--- config.mk ---
export PLATFORM = sky130hd
export DESIGN_NAME = led_pattern_sequencer
export DESIGN_NICKNAME = d
export VERILOG_FILES = /design/src/led_pattern_sequencer.v
export VERILOG_INCLUDE_DIRS = /design/src
export SDC_FILE = /design/constraint.sdc
export NUM_CORES = 2
export LEC_CHECK = 0
export BUFFER_PORTS_ARGS = -buffer_cell sky130_fd_sc_hd__buf_4
export CORE_UTILIZATION = 60
export DETAILED_ROUTE_END_ITERATION = 16
export PLACE_DENSITY = 0.77
export SYNTH_ARGS = -nofsm -noshare
export SYNTH_HDL_FRONTEND = slang
export SYNTH_SLANG_ARGS = --single-unit
export TNS_END_PERCENT = 30
--- constraint.sdc ---
create_clock -name clock -period 112.9 [get_ports clock]
set_input_delay 5.645 -clock clock [delete_from_list [all_inputs] [get_ports clock]]
set_output_delay 5.645 -clock clock [all_outputs]
set_load 0.01 [all_outputs]
--- src/led_pattern_consts.vh ---
`ifndef LED_PATTERN_CONSTS_VH
`define LED_PATTERN_CONSTS_VH
// ----------------------------------------
// Register byte offsets
// ----------------------------------------
`define ADDR_CTRL 12'h000
`define ADDR_RISE 12'h004
`define ADDR_FALL 12'h008
`define ADDR_ON 12'h00C
`define ADDR_OFF 12'h010
`define ADDR_PAUSE 12'h014
`define ADDR_PULSES 12'h018
`define ADDR_LEVEL 12'h01C
`define ADDR_SKIP 12'h020
`define ADDR_OFFSET 12'h024
`define ADDR_STATUS 12'h028
// ----------------------------------------
// Control fields
// ----------------------------------------
`define CTRL_RUN_BIT 0
`define CTRL_LINEAR_BIT 1
`define CTRL_MULTI_BIT 2
// ----------------------------------------
// Timing, ms per step, step field widths
// ----------------------------------------
`define TICK_NS 1000000
`define RAMP_MAX_MS 14'h20C6
`define ON_MIN_MS 13'h0032
`define ON_MAX_MS 13'h1068
`define OFF_MIN_MS 14'h0050
`define OFF_MAX_MS 14'h20D0
`define PAUSE_MAX_MS 10'h21C
// ----------------------------------------
// Reset values
// ----------------------------------------
`define RST_RISE 14'h0200
`define RST_FALL 14'h0200
`define RST_ON 13'h01F4
`define RST_OFF 14'h03E8
`define RST_PAUSE 10'h000
`define RST_PULSES 3'h1
`endif

--- src/led_pattern_sequencer.v ---
// Our own choices: the placing of the registers and the APB interface to the registers.
`timescale 1ns/1ps
`include "led_pattern_consts.vh"
// What this block does
// - Ramp up to level over shared rise time
// - Log ramp default, linear by control bit
// - Ramp down to off over shared fall
// - Hold level for shared on time
// - Stay off for off time, then restart
// - Timing shared; level, mask and offset per channel
// - All channels start from common point
// - Pause between pulses in multi mode
// - Emit set pulse count, then off time
// - Pause and count shared by channels
// - Pattern repeats forever as frames
// - Per-channel mask skips one to seven frames
// - Mask N skips N frames after each played
// - Masking works with either pulse mode
// - Per-channel start offset of N frames
// - Offset combines with masking and modes
// - Frame boundaries common to all channels
module led_pattern_sequencer #(
  parameter CLK_HZ = 250000000,
  parameter TICK_CYCLES = (CLK_HZ / 1000) * (`TICK_NS / 1000000)
) (
  // Clock and reset
  input wire clock,
  input wire rst,
  // APB slave
  input wire psel,
  input wire penable,
  input wire pwrite,
  input wire [11:0] paddr,
  input wire [31:0] pwdata,
  output wire pready,
  output reg [31:0] prdata,
  output wire pslverr,
  // Channel drive levels
  output reg [7:0] ledChannel1,
  output reg [7:0] ledChannel2,
  output reg [7:0] ledChannel3,
  output reg [7:0] ledChannel4
);
  // ----------------------------------------
  // State codes
  // ----------------------------------------
  localparam S_IDLE = 3'h0;
  localparam S_RISE = 3'h1;
  localparam S_ON = 3'h2;
  localparam S_FALL = 3'h3;
  localparam S_PAUSE = 3'h4;
  localparam S_OFF = 3'h5;

  // ----------------------------------------
  // Registers
  // ----------------------------------------
  reg [2:0] ctrl_q;
  reg [13:0] riseTime_q;
  reg [13:0] fallTime_q;
  reg [12:0] onTime_q;
  reg [13:0] offTime_q;
  reg [9:0] interPulsePause_q;
  reg [2:0] pulseCount_q;
  reg [31:0] driveLevel_q;
  reg [11:0] skipCount_q;
  reg [11:0] startOffset_q;
  reg [2:0] state_q;
  reg [13:0] phaseCnt_q;
  reg [13:0] phaseLen_q;
  reg [2:0] pulseIdx_q;
  reg [31:0] tickCnt_q;
  reg [7:0] ramp_q;
  reg [11:0] maskCnt_q;
  reg [11:0] delayCnt_q;
  reg frameEnd;
  reg [31:0] readMux;
  wire tick;
  wire wrEn;
  wire [12:0] onClamp;
  wire [13:0] offClamp;
  wire [13:0] rampClamp;
  wire [9:0] pauseClamp;

  assign pready = 1'b1;
  assign pslverr = 1'b0;
  assign wrEn = psel & penable & pwrite;
  assign tick = (tickCnt_q == TICK_CYCLES - 1);

  // ----------------------------------------
  // Write limits
  // ----------------------------------------
  // Clipped on write, so reads show the value in use and no bad value stalls
  assign onClamp = (pwdata[12:0] < `ON_MIN_MS) ? `ON_MIN_MS :
                   (pwdata[12:0] > `ON_MAX_MS) ? `ON_MAX_MS : pwdata[12:0];
  assign offClamp = (pwdata[13:0] < `OFF_MIN_MS) ? `OFF_MIN_MS :
                    (pwdata[13:0] > `OFF_MAX_MS) ? `OFF_MAX_MS : pwdata[13:0];
  assign rampClamp = `RAMP_MAX_MS;
  assign pauseClamp = (pwdata[9:0] > `PAUSE_MAX_MS) ? `PAUSE_MAX_MS : pwdata[9:0];

  // ----------------------------------------
  // APB access
  // ----------------------------------------
  always @(posedge clock) begin
    if (rst) begin
      ctrl_q <= 3'h0;
      riseTime_q <= `RST_RISE;
      fallTime_q <= `RST_FALL;
      onTime_q <= `RST_ON;
      offTime_q <= `RST_OFF;
      interPulsePause_q <= `RST_PAUSE;
      pulseCount_q <= `RST_PULSES;
      driveLevel_q <= 32'h0;
      skipCount_q <= 12'h0;
      startOffset_q <= 12'h0;
    end else if (wrEn) begin
      case (paddr)
        `ADDR_CTRL: ctrl_q <= pwdata[2:0];
        `ADDR_RISE: riseTime_q <= (pwdata[13:0] > rampClamp) ? rampClamp : pwdata[13:0];
        `ADDR_FALL: fallTime_q <= (pwdata[13:0] > rampClamp) ? rampClamp : pwdata[13:0];
        `ADDR_ON: onTime_q <= onClamp;
        `ADDR_OFF: offTime_q <= offClamp;
        `ADDR_PAUSE: interPulsePause_q <= pauseClamp;
        `ADDR_PULSES: pulseCount_q <= (pwdata[2:0] == 3'h0) ? 3'h1 : pwdata[2:0];
        `ADDR_LEVEL: driveLevel_q <= pwdata;
        `ADDR_SKIP: skipCount_q <= pwdata[11:0];
        `ADDR_OFFSET: startOffset_q <= pwdata[11:0];
        default: ;
      endcase
    end
  end

  // ----------------------------------------
  // Read-back
  // ----------------------------------------
  always @* begin
    case (paddr)
      `ADDR_CTRL: readMux = {29'h0, ctrl_q};
      `ADDR_RISE: readMux = {18'h0, riseTime_q};
      `ADDR_FALL: readMux = {18'h0, fallTime_q};
      `ADDR_ON: readMux = {19'h0, onTime_q};
      `ADDR_OFF: readMux = {18'h0, offTime_q};
      `ADDR_PAUSE: readMux = {22'h0, interPulsePause_q};
      `ADDR_PULSES: readMux = {29'h0, pulseCount_q};
      `ADDR_LEVEL: readMux = driveLevel_q;
      `ADDR_SKIP: readMux = {20'h0, skipCount_q};
      `ADDR_OFFSET: readMux = {20'h0, startOffset_q};
      `ADDR_STATUS: readMux = {13'h0, pulseIdx_q, ramp_q, 5'h0, state_q};
      default: readMux = 32'h0;
    endcase
  end

  // Captured in the setup phase so the word stands through the access phase
  always @(posedge clock) begin
    if (rst)
      prdata <= 32'h0;
    else if (psel && !penable)
      prdata <= readMux;
  end

  // ----------------------------------------
  // Time base: one tick per millisecond
  // ----------------------------------------
  always @(posedge clock) begin
    if (rst || !ctrl_q[`CTRL_RUN_BIT] || tick)
      tickCnt_q <= 32'h0;
    else
      tickCnt_q <= tickCnt_q + 32'h1;
  end

  // ----------------------------------------
  // Shared phase sequencer
  // ----------------------------------------
  always @* begin
    frameEnd = tick && state_q == S_OFF && phaseCnt_q + 14'h1 >= phaseLen_q;
  end

  always @(posedge clock) begin
    if (rst || !ctrl_q[`CTRL_RUN_BIT]) begin
      state_q <= S_IDLE;
      phaseCnt_q <= 14'h0;
      phaseLen_q <= 14'h0;
      pulseIdx_q <= 3'h0;
    end else if (state_q == S_IDLE) begin
      state_q <= S_RISE;
      phaseCnt_q <= 14'h0;
      phaseLen_q <= riseTime_q;
      pulseIdx_q <= 3'h0;
    end else if (tick) begin
      if (phaseCnt_q + 14'h1 < phaseLen_q) begin
        phaseCnt_q <= phaseCnt_q + 14'h1;
      end else begin
        phaseCnt_q <= 14'h0;
        case (state_q)
          S_RISE: begin
            state_q <= S_ON;
            phaseLen_q <= {1'b0, onTime_q};
          end
          S_ON: begin
            state_q <= S_FALL;
            phaseLen_q <= fallTime_q;
          end
          S_FALL: begin
            if (ctrl_q[`CTRL_MULTI_BIT] && pulseIdx_q + 3'h1 < pulseCount_q) begin
              state_q <= S_PAUSE;
              phaseLen_q <= {4'h0, interPulsePause_q};
              pulseIdx_q <= pulseIdx_q + 3'h1;
            end else begin
              state_q <= S_OFF;
              phaseLen_q <= offTime_q;
            end
          end
          S_PAUSE: begin
            state_q <= S_RISE;
            phaseLen_q <= riseTime_q;
          end
          S_OFF: begin
            state_q <= S_RISE;
            phaseLen_q <= riseTime_q;
            pulseIdx_q <= 3'h0;
          end
          default: state_q <= S_IDLE;
        endcase
      end
    end
  end

  // ----------------------------------------
  // Shared ramp fraction, 0..255
  // ----------------------------------------
  wire [21:0] linUp = (phaseLen_q == 14'h0) ? 22'h0 : ({phaseCnt_q, 8'h0} / {8'h0, phaseLen_q});
  reg [7:0] lin;
  reg [7:0] curve;
  reg [15:0] sq;
  always @* begin
    lin = 8'h0;
    case (state_q)
      S_RISE: lin = linUp[7:0];
      S_ON: lin = 8'hFF;
      S_FALL: lin = 8'hFF - linUp[7:0];
      default: lin = 8'h0;
    endcase
    // Square law approximates a perceptual log curve cheaply
    sq = {8'h0, lin} * {8'h0, lin};
    // Full scale stays full, else the hold sits one or two steps below the set level
    curve = ctrl_q[`CTRL_LINEAR_BIT] ? lin : (lin == 8'hFF) ? 8'hFF : sq[15:8];
  end

  always @(posedge clock) begin
    if (rst)
      ramp_q <= 8'h0;
    else
      ramp_q <= curve;
  end

  // ----------------------------------------
  // Per-channel frame gating
  // ----------------------------------------
  reg [3:0] play;
  integer i;
  integer j;
  always @(posedge clock) begin
    if (rst || !ctrl_q[`CTRL_RUN_BIT]) begin
      maskCnt_q <= 12'h0;
      delayCnt_q <= startOffset_q;
    end else if (frameEnd) begin
      for (i = 0; i < 4; i = i + 1) begin
        if (delayCnt_q[3*i +: 3] != 3'h0) begin
          delayCnt_q[3*i +: 3] <= delayCnt_q[3*i +: 3] - 3'h1;
        end else if (maskCnt_q[3*i +: 3] == 3'h0) begin
          maskCnt_q[3*i +: 3] <= skipCount_q[3*i +: 3];
        end else begin
          maskCnt_q[3*i +: 3] <= maskCnt_q[3*i +: 3] - 3'h1;
        end
      end
    end
  end

  always @* begin
    for (j = 0; j < 4; j = j + 1)
      play[j] = (delayCnt_q[3*j +: 3] == 3'h0) && (maskCnt_q[3*j +: 3] == 3'h0);
  end

  // ----------------------------------------
  // Output scaling
  // ----------------------------------------
  function [7:0] scale;
    input [7:0] lvl;
    input [7:0] frac;
    reg [15:0] p;
    begin
      p = lvl * frac;
      scale = p[15:8] + ((frac == 8'hFF) && (lvl != 8'h0) ? 8'h1 : 8'h0);
    end
  endfunction

  always @(posedge clock) begin
    if (rst) begin
      ledChannel1 <= 8'h0;
      ledChannel2 <= 8'h0;
      ledChannel3 <= 8'h0;
      ledChannel4 <= 8'h0;
    end else begin
      ledChannel1 <= play[0] ? scale(driveLevel_q[7:0], ramp_q) : 8'h0;
      ledChannel2 <= play[1] ? scale(driveLevel_q[15:8], ramp_q) : 8'h0;
      ledChannel3 <= play[2] ? scale(driveLevel_q[23:16], ramp_q) : 8'h0;
      ledChannel4 <= play[3] ? scale(driveLevel_q[31:24], ramp_q) : 8'h0;
    end
  end
endmodule

==> Word-level counts from Yosys, hierarchy flattened <==
Cells that the tools add are included.
{ "word_totals": {"reg_bits": 289, "in_bits": 49, "wordCells": 203} }
{ "classes": {"add_sub_neg": 16, "n_mul": 5, "n_div": 1, "n_lt_le_gt_ge": 9, "n_eq_ne": 20, "n_mux": 39, "n_bitwise": 11, "reduce_logical": 72} }
{ "ops": {"columns": ["cell", "count"], "rows": [
  ["$pmux 32 s11", 1],
  ["$mux 14", 8],
  ["$mul 8x8->16", 5],
  ["$pmux 14 s4", 1],
  ["$eq 12x5->1 const B", 4],
  ["$reduce_and 2->1", 20],
  ["$eq 12x6->1 const B", 3],
  ["$add 32x1->32 const B", 1],
  ["$add 8x1->8", 4],
  ["$eq 32x18->1 const B", 1],
  ["$reduce_bool 8->1", 4],
  ["$logic_not 3->1", 10],
  ["$mux 3", 10],
  ["$gt 14x14->1 const B", 2],
  ["$mux 13", 2],
  ["$eq 12x4->1 const B", 2],
  ["$mux 12", 2],
  ["$mux 8", 3],
  ["$pmux 8 s3", 1],
  ["$sub 3x1->3 const B", 8],
  ["$div 22x14->22", 1],
  ["$eq 8x8->1 const B", 2],
  ["$add 14x1->14 const B", 1],
  ["$ge 14x14->1", 1],
  ["30 further kinds", 76]
]} }

==> Logic depth before layout (Yosys ltp) <==
{ "depth": {"depth_word": 8, "ltp_mapped": 341, "ltp_nobuf": 325} }

==> Worst setup path before layout <==
OpenSTA, ideal clock, no wires.
{ "synth_timing": {"path_type": "flip-flop to flip-flop", "start": "register phaseLen_q[0]", "end": "register ramp_q[5]", "t_arrival_ns": 60.510, "t_required_ns": 112.784, "slack_ns": 52.273, "stages_incl_launch_ff": 326, "synth_period_minus_slack_ns": 60.627, "cell_sequence": "dfxtp_1 -> inv_1 -> clkbuf_1 -> ha_1 -> o21bai_1 -> nor4_2 -> nand4_1 -> xnor2_1 -> ha_1 -> o21a_1 -> o2111ai_1 -> or3_1 -> o22ai_1 -> a211oi_1 -> ha_1 -> o21a_1 -> o21a_1 -> nor2_1 -> [... 290 more ...] -> xnor2_1 -> or2_1 -> buf_2 -> nor2_1 -> fa_1 -> xnor2_1 -> xnor2_1 -> fa_1 -> inv_1 -> fa_1 -> inv_1 -> ha_1 -> or3_1 -> o21ai_0 -> a211oi_4 -> o31ai_1 -> mux2_1 -> o211a_1"} }
{ "synth_between": {"elab_chain_len": 7, "elab_cells_between_ends": 9} }
{ "synth_rtl": {"columns": ["element", "line_no", "rtl"], "rows": [
  ["start: declaration", "led_pattern_sequencer.v:69", "reg [13:0] phaseLen_q;"],
  ["start signal: assignment", "led_pattern_sequencer.v:186", "phaseLen_q <= riseTime_q;"],
  ["start signal: assignment", "led_pattern_sequencer.v:196", "phaseLen_q <= {1'b0, onTime_q};"],
  ["start signal: assignment", "led_pattern_sequencer.v:200", "phaseLen_q <= fallTime_q;"],
  ["$div 22x14->22 / $logic_not 14->1 (equally long branches)", "led_pattern_sequencer.v:230", "wire [21:0] linUp = (phaseLen_q == 14'h0) ? 22'h0 : ({phaseCnt_q, 8'h0} / {8'h0, phaseLen_q});"],
  ["$mux 8 (*)", "led_pattern_sequencer.v:230", null],
  ["$sub 8x8->8", "led_pattern_sequencer.v:239", "S_FALL: lin = 8'hFF - linUp[7:0];"],
  ["$pmux 8 s3 (*)", "led_pattern_sequencer.v:236", "case (state_q)"],
  ["$mul 8x8->16 / $eq 8x8->1 (equally long branches)", "led_pattern_sequencer.v:243, led_pattern_sequencer.v:245", null],
  ["$mux 8", "led_pattern_sequencer.v:245", "curve = ctrl_q[`CTRL_LINEAR_BIT] ? lin : (lin == 8'hFF) ? 8'hFF : sq[15:8];"],
  ["$mux 8 (*)", "led_pattern_sequencer.v:245", null],
  ["end signal: assignment", "led_pattern_sequencer.v:252", "ramp_q <= curve;"],
  ["end: declaration", "led_pattern_sequencer.v:72", "reg [7:0] ramp_q;"]
]} }
Mark *: on every way between the ends. The rest lies on a longest branch, timed or not.
A chain may end at the register's enable or synchronous reset.

==> Final worst setup path <==
{ "layout_timing": {"start": "register phaseCnt_q[0]", "end": "register ramp_q[5]"} }
{ "layout_between": {"elab_chain_len": 7, "elab_cells_between_ends": 8} }
{ "layout_rtl": {"columns": ["element", "line_no", "rtl"], "rows": [
  ["start: declaration", "led_pattern_sequencer.v:68", "reg [13:0] phaseCnt_q;"],
  ["start signal: assignment", "led_pattern_sequencer.v:190", "phaseCnt_q <= phaseCnt_q + 14'h1;"],
  ["$div 22x14->22 (*)", "led_pattern_sequencer.v:230", null],
  ["$mux 8 (*)", "led_pattern_sequencer.v:230", null],
  ["$sub 8x8->8", "led_pattern_sequencer.v:239", null],
  ["$pmux 8 s3 (*)", "led_pattern_sequencer.v:236", null],
  ["$mul 8x8->16 / $eq 8x8->1 (equally long branches)", "led_pattern_sequencer.v:243, led_pattern_sequencer.v:245", null],
  ["$mux 8", "led_pattern_sequencer.v:245", null],
  ["$mux 8 (*)", "led_pattern_sequencer.v:245", null]
]} }
Marks and branches as above.

==> impl_metrics.yaml <==
die:
  fp.dieH_um: 249
  die_w_um: 249
  die_area_um2: 61900
  rows: 90
  coreArea_um2: 60200
  pin_count: 115
  start_util: 0.607
hold_path:
  hp-start: "tickCnt_q[0]"
  min_path_cells: 1
  min_to: "tickCnt_q[0]"
  hp-class: "flip-flop to flip-flop"
critical_path:
  rr_worst_depth: 309
  cp-end-kind: "flip-flop"
  rrSetupSlack_ns: 44.97
  startpoint_type: "flip-flop"
  crit_type: "flip-flop to flip-flop"
  critPathSlowestCell: "nor3_2"
  critPathMaxFanout: 26
  r2r-end: "ramp_q[5]"
  crit_arrival_ns: 68.38
  crit_path_frequent_cell: "o21a_1"
  slowest_delay_ns: 0.77
  worstPathRequired_ns: 113.36
  r2r-start: "phaseCnt_q[0]"
drt:
  first_pass_iters: 9
  drt-initial-drc-count: 2817
  num_vias: 34700
  via_per_inst: 6.25
  antenna_left: 0
  route.detailed.drc: 0
  wl_mm: 108
  wl_per_cell_um: 19.5
clocking:
  clk_pin_slew_ns: 0.06
  cts_buffers: 34
  clock_latency_ns: 0.58
  ctsRootBufferMaster: "clkbuf_16"
  post-cts-setup-buffers: 0
  h-tree-depth: 2
  cts.sinks: 289
  clockBufferDepth: 3
  ctsResizeCount: 0
  cts_tree: "done"
  holdBufCountCts: 0
synthesis:
  ys.flop_type: "dfxtp_1"
  post_synth_and_or_nand_nor_area_fraction: 0.244
  syn-cell-area_um2: 36600
  synth_edf_count: 12
  ys_seq_elements: 289
  synth_area_per_cell_um2: 7.67
  synth_xor_area_frac: 0.0539
  synth_compound_area_frac: 0.213
  yosysSeqAreaShare: 0.162
  synthMuxAreaShare: 0.0362
  yosys.cell_types.count: 123
  synth_async_sr_flop_share: 0
  syn_inst: 4765
  yosysWarningCount: 0
  synth_fa_ha_area_frac: 0.233
  syn-num-nets: 5393
  synth_top_family_by_area: "simple AND/OR/NAND/NOR gates"
grt:
  grt_antenna_before_repair: 1
  grt_overflow_total: 0
  grtUsageTotal: 0.346
  grt_pass1_vias: 32900
  grt_pass1_wl_mm: 175
  grt_max_degree: 98
sta:
  max_slew_margin: 0.209
  finalCritPeriodShare: 0.602
  worstMarginPinSlew_ns: 1.18
  finalSetupViolCount: 0
  maxSlewViolCount: 0
  skew_ns: 0.0229
  post-route-min-period_ns: 67.93
  grt_setup_unrepaired: "false"
  hold_viol: 0
  fmax_mhz: 14.7
  finalSetupTns_ns: 0
final_layout:
  layout_commonest_cell: "nand2_1"
  final_cell_mix: "nand2_1 (552), nor2_1 (444), ha_1 (414), inv_1 (334), a21oi_1 (333)"
  drive_gt1_frac: 0.0828
  fin_nets: 5372
  syn_to_final_growth_pct: 7.00
placement:
  gp_congestion: 0.979
  hpwl_mm: 81.3
  port_buffers: 112
flow_run:
  max_cap_viol_count: 0
outcome:
  outcome: "complete, no violations"
-- critical path, delay by kind of cell, from the launching register on --
family / cells / cell delay [ns]
XOR/XNOR: 6 / 1.03
AO/OA/AOI/OAI: 181 / 36.97
flip-flops: 1 / 0.42
multiplexers: 6 / 2.37
adder cells (fa/ha/maj): 29 / 10.10
buffers and inverters: 10 / 1.56
AND/OR/NAND/NOR: 77 / 15.18
-- metal layers --
layer | GRT usage | part of all wire | vias to the layer above
li1 | - | - | 16700
met1 | 0.443 | 0.41 | 16300
met2 | 0.583 | 0.47 | 1426
met3 | 0.0441 | 0.074 | 290
met4 | 0.150 | 0.045 | 2
met5 | 0 | 0.00012 | -
-- worst max-delay path by stage --
| stage | start | end | cells after the start |
|---|---|---|---|
| 2_1_floorplan | phaseLen_q[0] | ramp_q[5] | 325 |
| 4_1_cts | phaseCnt_q[0] | ramp_q[7] | 309 |
| 6_report | phaseCnt_q[0] | ramp_q[5] | 309 |
| 3_5_place_dp | phaseCnt_q[0] | ramp_q[7] | 309 |
| 3_3_place_gp | phaseCnt_q[0] | ramp_q[5] | 309 |
| 5_1_grt | phaseCnt_q[0] | ramp_q[7] | 309 |
-- through the flow --
stage	hold WS (ns)	cells	cell area, µm²	util	setup slack (ns)
floorplan	0.418	4765	36600	-	52.27
global placement	0.428	5490	38000	0.630	48.33
detailed placement	0.435	5490	38000	0.630	46.03
CTS	0.449	5552	39100	0.649	45.81
global route	0.457	5552	39100	0.649	39.13
finish	0.446	5553	39100	0.649	44.97
-- area by class of cell --
cell class | count | area, µm²
Multi-Input combinational cell | 3915 | 28500
Tap cell | 782 | 978
Antenna cell | 1 | 2.50
Clock buffer | 45 | 942
Inverter | 335 | 1260
Sequential cell | 289 | 5910
Timing Repair Buffer | 169 | 1270
Fill cell | 5212 | 21100
Clock inverter | 17 | 219
-- registers in the layout, summed over array words and instances, names as in the netlist, 8 cells and up --
name,cells
prdata,32
tickCnt_q,32
ledChannel3,8
phaseLen_q,14
ledChannel4,8
onTime_q,13
ramp_q,8
skipCount_q,12
startOffset_q,12
driveLevel_q,32
delayCnt_q,12
phaseCnt_q,14
riseTime_q,14
interPulsePause_q,10
offTime_q,14
ledChannel2,8
fallTime_q,14
ledChannel1,8
maskCnt_q,12
-- cells by family (layout without fill, tap and decap cells) --
family	count (synthesis)	count (layout)
other cells	2	3
fa+ha+maj	582	582
xor+xnor	221	221
mux	121	121
buf+inv	561	566
compound gates	1153	1153
simple gates	1836	1836
flops	289	289
-- Yosys cell counts, types with 10 or more instances --
cell type / count / share of area
edfxtp_1: 12 / 0.0099
o22ai_1: 10 / 0.0017
and2_1: 157 / 0.027
a211oi_1: 36 / 0.0074
a21oi_1: 334 / 0.046
nor4_1: 31 / 0.0053
a222oi_1: 17 / 0.0047
or3_1: 50 / 0.0086
o21bai_1: 17 / 0.0035
fa_1: 165 / 0.090
xor2_1: 77 / 0.018
mux2_2: 60 / 0.018
o31ai_1: 44 / 0.0090
o21a_1: 126 / 0.026
o2111ai_1: 11 / 0.0026
a221oi_1: 26 / 0.0062
xnor2_1: 141 / 0.034
inv_1: 334 / 0.034
nand3b_1: 18 / 0.0037
dfxtp_1: 277 / 0.15
clkbuf_1: 206 / 0.021
and3_1: 52 / 0.0089
nand2b_1: 83 / 0.014
a21o_1: 104 / 0.021
nor3_1: 155 / 0.021
a22oi_1: 40 / 0.0082
a211o_1: 10 / 0.0024
nand3_1: 94 / 0.013
o21ai_0: 191 / 0.026
mux2i_1: 52 / 0.014
a31oi_1: 25 / 0.0043
and4_1: 12 / 0.0029
nor2_1: 444 / 0.046
nand2_1: 552 / 0.057
ha_1: 414 / 0.14
or2_2: 24 / 0.0041
nand4_1: 52 / 0.0089
nor2b_1: 49 / 0.0084
o211ai_1: 26 / 0.0053
Power is not shown: default switching activity piles up to over one toggle a cycle in this logic, so the estimate is an artifact.
